**config.mk**
```make
export PLATFORM = sky130hd
export DESIGN_NAME = radio_rx_status_chan_a
export DESIGN_NICKNAME = d
export VERILOG_FILES = /design/src/rtl/radio_rx_pkg.sv /design/src/rtl/rx_byte_fifo.sv /design/src/rtl/radio_rx_status_chan_a.sv
export SDC_FILE = /design/constraint.sdc
export NUM_CORES = 1
export LEC_CHECK = 0
export BUFFER_PORTS_ARGS = -buffer_cell sky130_fd_sc_hd__buf_2
export CAP_MARGIN = 30
export CORE_MARGIN = 1.5
export CORE_UTILIZATION = 40
export CTS_CLUSTER_DIAMETER = 120
export CTS_CLUSTER_SIZE = 28
export DETAILED_ROUTE_END_ITERATION = 12
export HOLD_SLACK_MARGIN = 0.05
export PLACE_DENSITY_LB_ADDON = 0.05
export SLEW_MARGIN = 20
export SYNTH_ARGS = -nofsm -noshare
export SYNTH_HDL_FRONTEND = slang
export SYNTH_HIERARCHICAL = 1
export SYNTH_SLANG_ARGS = --single-unit
```
**constraint.sdc**
```tcl
create_clock -name clock -period 9.7 [get_ports clock]
set_input_delay 0.485 -clock clock [delete_from_list [all_inputs] [get_ports clock]]
set_output_delay 0.485 -clock clock [all_outputs]
set_load 0.005 [all_outputs]
```
**src/rtl/radio_rx_pkg.sv**
```systemverilog
// shared constants for the channel A receive status block
package radio_rx_pkg;
  // ---------------------------------------------------------------
  // register offsets
  // ---------------------------------------------------------------
  localparam logic [5:0] CTRL_ADDR      = 6'h03;
  localparam logic [5:0] RX_STATUS_ADDR = 6'h08;
  localparam logic [5:0] RX_BYTE_A_ADDR = 6'h09;
  localparam logic [5:0] RX_VALID_A_ADDR = 6'h0A;
  // ---------------------------------------------------------------
  // field positions
  // ---------------------------------------------------------------
  localparam int TX_ENABLE_BIT  = 7;
  localparam int RX_ENABLE_BIT  = 6;
  localparam int VALID_A_BIT    = 3;
  localparam int FLOW_A_BIT     = 2;
  localparam int EOF_A_BIT      = 1;
  localparam int FULL_A_BIT     = 0;
  // ---------------------------------------------------------------
  // reset values, valid mask and sizes
  // ---------------------------------------------------------------
  localparam logic [7:0] CTRL_RESET     = 8'h00;
  localparam logic [7:0] RX_BYTE_RESET  = 8'h00;
  localparam logic [7:0] RX_VALID_RESET = 8'h00;
  localparam logic [7:0] ALL_VALID      = 8'hFF;
  localparam int BYTE_BITS  = 8;
  localparam int FIFO_DEPTH = 16;
endpackage : radio_rx_pkg

```
**src/rtl/rx_byte_fifo.sv**
```systemverilog
// small synchronous fifo with valid/ready on both sides
`timescale 1ns/10ps
module rx_byte_fifo #(
  parameter int WIDTH = 16,
  parameter int DEPTH = 16
) (
  input  wire logic             clock,
  input  wire logic             sys_rst,
  input  wire logic [WIDTH-1:0] inData,
  input  wire logic             inValid,
  output logic                  inReady,
  output logic      [WIDTH-1:0] outData,
  output logic                  outValid,
  input  wire logic             outReady
);
  localparam int AW = $clog2(DEPTH);

  logic [WIDTH-1:0] mem [DEPTH];
  logic [AW-1:0]    wrPtr_r;
  logic [AW-1:0]    rdPtr_r;
  logic [AW:0]      count_r;
  logic             doWrite;
  logic             doRead;

  assign inReady  = (count_r != (AW+1)'(DEPTH));
  assign outValid = (count_r != '0);
  assign outData  = mem[rdPtr_r];
  assign doWrite  = inValid && inReady;
  assign doRead   = outValid && outReady;

  always_ff @(posedge clock) begin
    if (doWrite) begin
      mem[wrPtr_r] <= inData;
    end
  end

  always_ff @(posedge clock) begin
    if (sys_rst) begin
      wrPtr_r <= '0;
      rdPtr_r <= '0;
      count_r <= '0;
    end else begin
      if (doWrite) begin
        wrPtr_r <= (wrPtr_r == AW'(DEPTH-1)) ? '0 : wrPtr_r + 1'b1;
      end
      if (doRead) begin
        rdPtr_r <= (rdPtr_r == AW'(DEPTH-1)) ? '0 : rdPtr_r + 1'b1;
      end
      if (doWrite && !doRead) begin
        count_r <= count_r + 1'b1;
      end else if (doRead && !doWrite) begin
        count_r <= count_r - 1'b1;
      end
    end
  end
endmodule : rx_byte_fifo

```
**src/rtl/radio_rx_status_chan_a.sv**
```systemverilog
// channel A receive deserializer, byte register and status flags
// ---------------------------------------------------------------
// ---------------------------------------------------------------
`timescale 1ns/10ps
module radio_rx_status_chan_a
  import radio_rx_pkg::*;
#(
  parameter int DEPTH = radio_rx_pkg::FIFO_DEPTH
) (
  input  wire logic       clock,
  input  wire logic       sys_rst,
  input  wire logic [5:0] regAddr,
  input  wire logic       regWrite,
  input  wire logic       regRead,
  input  wire logic [7:0] regWrData,
  output logic      [7:0] regRdData,
  output logic            regRdValid,
  input  wire logic [7:0] eofBitTimes,
  input  wire logic       bitTick,
  input  wire logic       bitValid,
  input  wire logic       bitValue,
  output logic            txEnable,
  output logic            rxEnable
);
  import radio_rx_pkg::*;

  // ---------------------------------------------------------------
  // control register
  // ---------------------------------------------------------------
  logic [7:0] ctrl_r;

  always_ff @(posedge clock) begin
    if (sys_rst) begin
      ctrl_r <= CTRL_RESET;
    end else if (regWrite && regAddr == CTRL_ADDR) begin
      ctrl_r <= regWrData;
    end
  end

  always_ff @(posedge clock) begin
    if (sys_rst) begin
      txEnable <= 1'b0;
      rxEnable <= 1'b0;
    end else begin
      txEnable <= ctrl_r[TX_ENABLE_BIT];
      rxEnable <= ctrl_r[RX_ENABLE_BIT];
    end
  end

  logic rxMode;
  assign rxMode = ctrl_r[RX_ENABLE_BIT] && !ctrl_r[TX_ENABLE_BIT];

  // ---------------------------------------------------------------
  // bit deserializer
  // ---------------------------------------------------------------
  logic [7:0] shiftData_r;
  logic [7:0] shiftMask_r;
  logic [3:0] bitCount_r;
  logic [7:0] idleCount_r;
  logic       begun_r;
  logic       frameEnd;
  logic       byteDone;
  logic [7:0] lastData;
  logic [7:0] lastMask;
  logic       pushValid;
  logic [15:0] pushWord;
  logic       pushReady;

  // idle bit times counted only once begun
  assign frameEnd = rxMode && bitTick && !bitValid && begun_r && eofBitTimes != 8'h00
                    && (idleCount_r + 8'h01) >= eofBitTimes;
  assign byteDone = rxMode && bitTick && bitCount_r == 4'(BYTE_BITS - 1);

  // earliest bit lands in bit 0
  always_comb begin
    lastData = shiftData_r;
    lastMask = shiftMask_r;
    lastData[bitCount_r[2:0]] = bitValid ? bitValue : 1'b0;
    lastMask[bitCount_r[2:0]] = bitValid;
  end

  // partial bytes are flushed at frame end so the valid mask can show it
  assign pushValid = byteDone || (frameEnd && bitCount_r != 4'h0);
  assign pushWord  = byteDone ? {lastMask, lastData} : {shiftMask_r, shiftData_r};

  always_ff @(posedge clock) begin
    if (sys_rst || !rxMode) begin
      shiftData_r <= 8'h00;
      shiftMask_r <= 8'h00;
      bitCount_r  <= 4'h0;
    end else if (byteDone || frameEnd) begin
      shiftData_r <= 8'h00;
      shiftMask_r <= 8'h00;
      bitCount_r  <= 4'h0;
    end else if (bitTick && (begun_r || bitValid)) begin
      shiftData_r <= lastData;
      shiftMask_r <= lastMask;
      bitCount_r  <= bitCount_r + 4'h1;
    end
  end

  always_ff @(posedge clock) begin
    if (sys_rst || !rxMode) begin
      begun_r     <= 1'b0;
      idleCount_r <= 8'h00;
    end else if (frameEnd) begin
      begun_r     <= 1'b0;
      idleCount_r <= 8'h00;
    end else if (bitTick && bitValid) begin
      begun_r     <= 1'b1;
      idleCount_r <= 8'h00;
    end else if (bitTick && begun_r) begin
      idleCount_r <= idleCount_r + 8'h01;
    end
  end

  // ---------------------------------------------------------------
  // fifo between deserializer and byte register
  // ---------------------------------------------------------------
  logic [15:0] popWord;
  logic        popValid;
  logic        popReady;
  logic        full_r;

  // drains only while the byte register is empty, so it absorbs host latency
  assign popReady = !full_r;

  rx_byte_fifo #(
    .WIDTH (16),
    .DEPTH (DEPTH)
  ) u_fifo (
    .clock    (clock),
    .sys_rst  (sys_rst || !rxMode),
    .inData   (pushWord),
    .inValid  (pushValid),
    .inReady  (pushReady),
    .outData  (popWord),
    .outValid (popValid),
    .outReady (popReady)
  );

  // ---------------------------------------------------------------
  // byte register and flags
  // ---------------------------------------------------------------
  logic [7:0] rxByte_r;
  logic [7:0] rxValid_r;
  logic       validA_r;
  logic       flowA_r;
  logic       eofA_r;
  logic       load;
  logic       hostByteRead;
  logic       statusRead;
  logic       overflow;
  logic       underflow;

  assign load         = popValid && popReady;
  assign hostByteRead = regRead && regAddr == RX_BYTE_A_ADDR;
  assign statusRead   = regRead && regAddr == RX_STATUS_ADDR;
  // lost byte when the buffer cannot take it
  assign overflow     = pushValid && !pushReady;
  assign underflow    = hostByteRead && !full_r && !load;

  always_ff @(posedge clock) begin
    if (sys_rst) begin
      rxByte_r  <= RX_BYTE_RESET;
      rxValid_r <= RX_VALID_RESET;
    end else if (load) begin
      rxByte_r  <= popWord[7:0];
      rxValid_r <= popWord[15:8];
    end
  end

  always_ff @(posedge clock) begin
    if (sys_rst || !rxMode) begin
      validA_r <= 1'b0;
    end else if (load) begin
      validA_r <= (popWord[15:8] == ALL_VALID);
    end
  end

  // full on transfer, set wins over the clearing read
  always_ff @(posedge clock) begin
    if (sys_rst || !rxMode) begin
      full_r <= 1'b0;
    end else if (load) begin
      full_r <= 1'b1;
    end else if (hostByteRead) begin
      full_r <= 1'b0;
    end
  end

  // set regardless of any interrupt enable, cleared by status read
  always_ff @(posedge clock) begin
    if (sys_rst || !rxMode) begin
      flowA_r <= 1'b0;
    end else if (overflow || underflow) begin
      flowA_r <= 1'b1;
    end else if (statusRead) begin
      flowA_r <= 1'b0;
    end
  end

  always_ff @(posedge clock) begin
    if (sys_rst || !rxMode) begin
      eofA_r <= 1'b0;
    end else if (frameEnd) begin
      eofA_r <= 1'b1;
    end else if (statusRead) begin
      eofA_r <= 1'b0;
    end
  end

  // ---------------------------------------------------------------
  // read port
  // ---------------------------------------------------------------
  logic [7:0] statusWord;

  always_comb begin
    statusWord = 8'h00;
    statusWord[VALID_A_BIT] = validA_r;
    statusWord[FLOW_A_BIT]  = flowA_r;
    statusWord[EOF_A_BIT]   = eofA_r;
    statusWord[FULL_A_BIT]  = full_r;
  end

  // only the control register takes writes
  // receive status reads zero outside receive mode
  always_ff @(posedge clock) begin
    if (sys_rst) begin
      regRdData  <= 8'h00;
      regRdValid <= 1'b0;
    end else begin
      regRdValid <= regRead;
      if (!regRead) begin
        regRdData <= 8'h00;
      end else begin
        unique case (regAddr)
          CTRL_ADDR:       regRdData <= ctrl_r;
          RX_STATUS_ADDR:  regRdData <= rxMode ? statusWord : 8'h00;
          RX_BYTE_A_ADDR:  regRdData <= rxByte_r;
          RX_VALID_A_ADDR: regRdData <= rxValid_r;
          default:         regRdData <= 8'h00;
        endcase
      end
    end
  end
endmodule : radio_rx_status_chan_a

```
# Word level (Yosys, flattened, before mapping)
# Memory sizes are Yosys's and may differ from the RTL's. A register that Yosys moved wholly into a read port is not among the register bits.
# Cells that the tools add are included.
[totals] regBits=81 ram_bits=256 in_bits=29 word_cells=105 n_memories=1
[classes] n_addsub=6 order_cmp=3 n_eq_ne=9 muxes=21 bitwise_logic=1 reduce_logical=45
[mem_list] name="u_fifo.mem" depth=16 width=16 read_ports=1 rd_ports_with_merged_regs=1 write_ports=1 line="rx_byte_fifo.sv:18" source="logic [WIDTH-1:0] mem [DEPTH];"
[op_table] op="8-bit one-hot mux with 4 select lines" n=1
[op_table] op="1-bit logical AND" n=22
[op_table] op="4-bit 2-to-1 mux" n=5
[op_table] op="6-bit by 4-bit equality test with 1-bit output, second input constant" n=3
[op_table] op="8-bit bitwise mux" n=2
[op_table] op="16-bit 2-to-1 mux" n=1
[op_table] op="4-bit by 1-bit adder with 4-bit output, second input constant" n=3
[op_table] op="5-bit 2-to-1 mux" n=2
[op_table] op="1-bit 2-to-1 mux" n=9
[op_table] op="8-bit by 1-bit adder with 8-bit output, second input constant" n=1
[op_table] op="4-bit equality test, second input constant" n=2
[op_table] op="8-bit equality test, second input constant" n=1
[op_table] op="8-bit >= comparator" n=1
[op_table] op="2-bit nonzero test" n=4
[op_table] op="8-bit nonzero test" n=1
[op_table] op="1-bit zero test" n=7
[op_table] op="6-bit by 2-bit equality test with 1-bit output, second input constant" n=1
[op_table] op="2-bit OR reduction" n=3
[op_table] op="5-bit by 1-bit adder with 5-bit output, second input constant" n=1
[op_table] op="1-bit logical OR" n=5
[op_table] op="5-bit != test, second input constant" n=1
[op_table] op="5-bit nonzero test" n=1
[op_table] op="5-bit by 1-bit subtractor with 5-bit output, second input constant" n=1
[op_table] op="4-bit by 3-bit equality test with 1-bit output, second input constant" n=1
[op_table] op="other kinds (6)" n=6

# Depth between registers and ports, before layout
[depth] ltp_word=14 mapped_depth=19 depth_no_buf=19

# By module
# The synthesis kept the hierarchy.
[by_module_without_submodules] mod="rx_byte_fifo" instances=1 cells_each=506 area_each_um2=10532.6
[by_module_without_submodules] mod="radio_rx_status_chan_a" instances=1 cells_each=380 area_each_um2=3143.0

# Worst setup path before layout
# No wires, ideal clock.
[synth_timing] path_type="reg-to-reg" startpoint="reg idleCount_r[0]" endpoint="mem u_fifo.mem[0][0], enable pin" setup_ns=0.436 arrival_ns=4.235 t_required_ns=9.264 path_slack_ns=5.028 path_stages_with_launch=12 path_buffers=0 period_less_slack_ns=4.672 cell_sequence="dfxtp_1 ha_1 nand3_1 or2_2 xnor2_1 ha_1 a41oi_1 o32a_1 o21a_1 nor2_1 o21ai_4 nor4b_1"
[synth_between] elab_chain_len=8
[synth_rtl] item="start, declared" line="radio_rx_status_chan_a.sv:59" source="logic [7:0] idleCount_r;"
[synth_rtl] item="start signal, assigned" line="radio_rx_status_chan_a.sv:113" source="idleCount_r <= idleCount_r + 8'h01;"
[synth_rtl] item="8-bit by 1-bit adder with 8-bit output" line="radio_rx_status_chan_a.sv:71" source="&& (idleCount_r + 8'h01) >= eofBitTimes;"
[synth_rtl] item="8-bit >= comparator" line="radio_rx_status_chan_a.sv:71"
[synth_rtl] item="1-bit logical AND" line="radio_rx_status_chan_a.sv:71"
[synth_rtl] item="1-bit logical AND" line="radio_rx_status_chan_a.sv:83" source="assign pushValid = byteDone || (frameEnd && bitCount_r != 4'h0);"
[synth_rtl] item="1-bit logical OR" line="radio_rx_status_chan_a.sv:83"
[synth_rtl] item="named net pushValid" line="radio_rx_status_chan_a.sv:65" source="logic pushValid;"
[synth_rtl] item="1-bit logical AND" line="rx_byte_fifo.sv:28" source="assign doWrite = inValid && inReady;"
[synth_rtl] item="1-bit 2-to-1 mux" line="rx_byte_fifo.sv:32" source="if (doWrite) begin"
[synth_rtl] item="1-bit 2-to-1 mux (not written as such)" line="rx_byte_fifo.sv:33" source="mem[wrPtr_r] <= inData;"
[synth_rtl] item="end, declared" line="rx_byte_fifo.sv:18"
# The timed path passes the listed nets, and every way through them passes these cells.

# Final worst setup path
[layout_timing] startpoint="reg idleCount_r[0]" endpoint="reg u_fifo.count_r[3]"
[layout_between] elab_chain_len=9 elab_cells_between_ends=11 classes_between="add/sub (1); order compare (1); mux (1); reduce/logical (8)"
[layout_rtl] item="8-bit by 1-bit adder with 8-bit output *" line="radio_rx_status_chan_a.sv:71"
[layout_rtl] item="8-bit >= comparator *" line="radio_rx_status_chan_a.sv:71"
[layout_rtl] item="1-bit logical AND *" line="radio_rx_status_chan_a.sv:71"
[layout_rtl] item="1-bit logical AND *" line="radio_rx_status_chan_a.sv:83"
[layout_rtl] item="1-bit logical OR *" line="radio_rx_status_chan_a.sv:83"
[layout_rtl] item="named net pushValid" line="radio_rx_status_chan_a.sv:65"
[layout_rtl] item="1-bit logical AND *" line="rx_byte_fifo.sv:28"
[layout_rtl] item="named net u_fifo.doWrite" line="rx_byte_fifo.sv:22" source="logic doWrite;"
[layout_rtl] item="1-bit zero test" line="rx_byte_fifo.sv:51" source="end else if (doRead && !doWrite) begin"
[layout_rtl] item="1-bit logical AND" line="rx_byte_fifo.sv:51"
[layout_rtl] item="2-bit nonzero test (no source line)"
[layout_rtl] item="end signal, assigned" line="rx_byte_fifo.sv:50" source="count_r <= count_r + 1'b1;"
[layout_rtl] item="end signal, assigned" line="rx_byte_fifo.sv:52" source="count_r <= count_r - 1'b1;"
[layout_rtl] item="end, declared" line="rx_byte_fifo.sv:21" source="logic [AW:0] count_r;"
# The timed path passes the listed nets; every way through them passes the cells marked *.
# A chain may end at the register's enable or synchronous reset.

==> results.sh <==
export IMPL_p_leak_nw=4.44
export IMPL_layout_nets=961
export IMPL_via_per_inst=5.41
export IMPL_grt_pass1_wl_mm=46.7
export IMPL_drc_errors=0
export IMPL_ys_types=58
export IMPL_setup_worst_path_start="idleCount_r[0]$_SDFFE_PP0P_"
export IMPL_grt_overflow=0
export IMPL_synth_async_sr_flop_share_pct=0
export IMPL_die_area_sq_mm=0.0353
export IMPL_drtAntennaViolNets=0
export IMPL_report_final_slew_viol_count=0
export IMPL_rsz0062_at_grt="false"
export IMPL_rows=67
export IMPL_post_dp_hpwl_mm=19.9
export IMPL_pin_count=40
export IMPL_sw_frac_of_total_pct=19.5
export IMPL_hold_violations=0
export IMPL_core_sq_mm=0.0336
export IMPL_cts_buffers=16
export IMPL_drtPass1Iterations=6
export IMPL_cts_resized_gates=0
export IMPL_criticalPathCategory="flip-flop to flip-flop"
export IMPL_internal_power_mw=1.89
export IMPL_p_comb_share_pct=0.8
export IMPL_grt_max_degree=36
export IMPL_clock_sinks=341
export IMPL_initial_core_util_pct=40.7
export IMPL_insertion_delay_ns=0.52
export IMPL_root_buffer="clkbuf_16"
export IMPL_place_gp_congestion=0.801
export IMPL_layout_cells_non_filler=1369
export IMPL_antenna_cells=0
export IMPL_drive_gt1_share_pct=18.5
export IMPL_antenna_found_initial=0
export IMPL_drv_cap=0
export IMPL_slew_headroom_pct=36.1
export IMPL_area_delta_synth_final_pct=9.26
export IMPL_critPathCapture="u_fifo/count_r[3]$_SDFFE_PP0P_"
export IMPL_r2r_end="u_fifo/count_r[3]$_SDFFE_PP0P_"
export IMPL_ff2ff_setup_slack_ns=5.25
export IMPL_track_usage_pct=17.6
export IMPL_syn_cell_area_sq_mm=0.0137
export IMPL_powerDensity_mw_per_mm2=157
export IMPL_placedCellCount=1334
export IMPL_die_x_um=188
export IMPL_ff2ff_path_depth=18
export IMPL_switchingPower_uw=457
export IMPL_finalSetupTns_ns=0
export IMPL_dominantRegCellSynth="edfxtp_1"
export IMPL_cts_tree="done"
export IMPL_clock_skew_ns=0.0307
export IMPL_min_path_type="input port to flip-flop"
export IMPL_peakVddDrop_mv=0.113
export IMPL_io_buffers=39
export IMPL_vias=7404
export IMPL_tightestPinTransition_ns=0.958
export IMPL_min_period_ns=4.45
export IMPL_cts_hold_buf=0
export IMPL_wl_per_cell_um=22.3
export IMPL_die_h_um=188
export IMPL_yosys_area_top_type="edfxtp_1"
export IMPL_synthesis_nets=936
export IMPL_synth_seq_cells=341
export IMPL_power_frac_clock_pct=33.3
export IMPL_syn_area_per_cell_sq_um=15.4
export IMPL_synth_edff_count=256
export IMPL_reg2reg_from="idleCount_r[0]$_SDFFE_PP0P_"
export IMPL_crit_path_start_kind="flip-flop"
export IMPL_cts_buffer_depth=3
export IMPL_grt_pass1_vias=7633
export IMPL_synth_top_cell_area_share_pct=56.2
export IMPL_grtUsageMet1_pct=24.5
export IMPL_first_iter_violations=428
export IMPL_setup_viol=0
export IMPL_cp_data_arrival_time_ns=4.92
export IMPL_seqPwrFrac_pct=65.8
export IMPL_netlist_top_cells_area="edfxtp_1 (56%), dfxtp_1 (12%), mux4_2 (11%)"
export IMPL_cts_max_level=1
export IMPL_met2_usage_pct=30.2
export IMPL_synth_cells=886
export IMPL_cts_setup_buffers=0
export IMPL_timing_final_crit_share_pct=45.9
export IMPL_yosysWarnings=6
export IMPL_end_kind="flip-flop"
export IMPL_met3_usage_pct=1.89
export IMPL_status="complete, no violations"
export IMPL_synthTopCellsByCount="edfxtp_1 (256), nand2_1 (88), dfxtp_1 (85)"
export IMPL_clk_pin_slew_worst_paths_ns=0.11
export IMPL_busiest_layer="met2"
export IMPL_synth_seq_area_share_pct=68.7
export IMPL_synth_most_common_cell="edfxtp_1"
export IMPL_drt_total_wl_mm=30.5
export IMPL_clock_fmax_mhz=225
export IMPL_crit_required_ns=10.17
export IMPL_critPathMaxFanout=9
-- power groups by stage --
| stage | registers (mW) | clock network (mW) | logic, mW |
|---|---|---|---|
| floorplan | 1.58 | 0 | 0.0102 |
| global placement | 1.58 | 0 | 0.0191 |
| detailed placement | 1.58 | 0 | 0.0196 |
| CTS | 1.55 | 0.813 | 0.0198 |
| global route | 1.55 | 0.857 | 0.0223 |
| finish | 1.55 | 0.783 | 0.0197 |
-- worst min path at each step --
stage / startpoint / end / slack, ns / cells past startpoint
finish: regRead / full_r$_SDFFE_PP0P_ / 0.21 / 2
global route: regRead / full_r$_SDFFE_PP0P_ / 0.21 / 2
CTS: regRead / full_r$_SDFFE_PP0P_ / 0.19 / 2
detailed placement: rxByte_r[0]$_SDFFE_PP0P_ / rxByte_r[0]$_SDFFE_PP0P_ / 0.45 / 2
global placement: rxByte_r[2]$_SDFFE_PP0P_ / rxByte_r[2]$_SDFFE_PP0P_ / 0.45 / 2
floorplan: rxValid_r[0]$_SDFFE_PP0P_ / rxValid_r[0]$_SDFFE_PP0P_ / 0.44 / 2
-- stage by stage --
step	hold slack (ns)	total power [mW]	cell area, sq um	setup slack, ns	utilization [%]
floorplan	0.436	1.59	13700	5.03	-
global placement	0.446	1.60	14300	5.44	42.6
detailed placement	0.450	1.60	14400	5.35	42.7
CTS	0.192	2.38	14900	5.32	44.2
global route	0.209	2.42	14900	4.96	44.4
finish	0.212	2.35	14900	5.25	44.4
-- layout make-up --
| cell class | instances | area [sq um] |
|---|---|---|
| clock buffers | 27 | 463 |
| clock inverters | 1 | 30.0 |
| fillers | 2974 | 18700 |
| inverters | 19 | 73.8 |
| multi-input cells | 475 | 4030 |
| flip-flops and latches | 341 | 9390 |
| well taps | 448 | 561 |
| repair buffers | 58 | 388 |
-- state kept, by name (all words and copies together) (netlist names), named ones only --
| register | cells |
|---|---|
| rxValid_r | 8 |
| txEnable | 1 |
| u_fifo/wrPtr_r | 4 |
| regRdData | 8 |
| u_fifo/count_r | 5 |
| u_fifo/mem | 256 |
| rxEnable | 1 |
| ctrl_r | 8 |
| rxByte_r | 8 |
| shiftData_r | 8 |
| begun_r | 1 |
| validA_r | 1 |
| u_fifo/rdPtr_r | 4 |
| shiftMask_r | 8 |
| bitCount_r | 4 |
| flowA_r | 1 |
| regRdValid | 1 |
| eofA_r | 1 |
| idleCount_r | 8 |
| full_r | 1 |
-- cells in the final DEF, fill, tap and decap left out, types with 19 or more instances in the layout --
master and instances:
a21oi_1 51, a22oi_1 32, buf_2 39, dfxtp_1 83, edfxtp_1 256, ha_1 20
mux4_2 64, nand2_1 88, nand3_1 19, nor2_1 49
-- logic make-up after synthesis --
| logic type | after synthesis | share of synthesized area [%] |
|---|---|---|
| buffers and inverters | 70 | 2.06 |
| adders and majority gates | 21 | 1.98 |
| AOI/OAI and AO/OA | 123 | 5.88 |
| and+or+nand+nor | 226 | 7.93 |
| DFF | 341 | 68.7 |
| xor gates and xnor gates | 20 | 1.28 |
| muxes | 85 | 12.2 |
-- critical path: stages (launching register included) --
cell,delay (ns)
dfxtp_1,0.42
ha_1,0.24
nand3_1,0.15
or2_2,0.35
xnor2_1,0.13
ha_1,0.30
a41oi_1,0.12
o32a_1,0.39
o21a_1,0.22
nor2_1,0.25
o21ai_4,0.18
inv_4,0.11
ha_1,0.18
inv_1,0.11
ha_1,0.29
a21o_1,0.18
a21oi_1,0.20
nor4bb_1,0.43
or3_1,0.16
-- layer usage --
layer | vias to the layer above | share of wire [%]
met1 | 3821 | 46
met3 | 23 | 2.9
met4 | 0 | 1.6
li1 | 3431 | -
met2 | 129 | 49
met5 | - | 0
No activity file was read; power rests on OpenSTA's default activity.
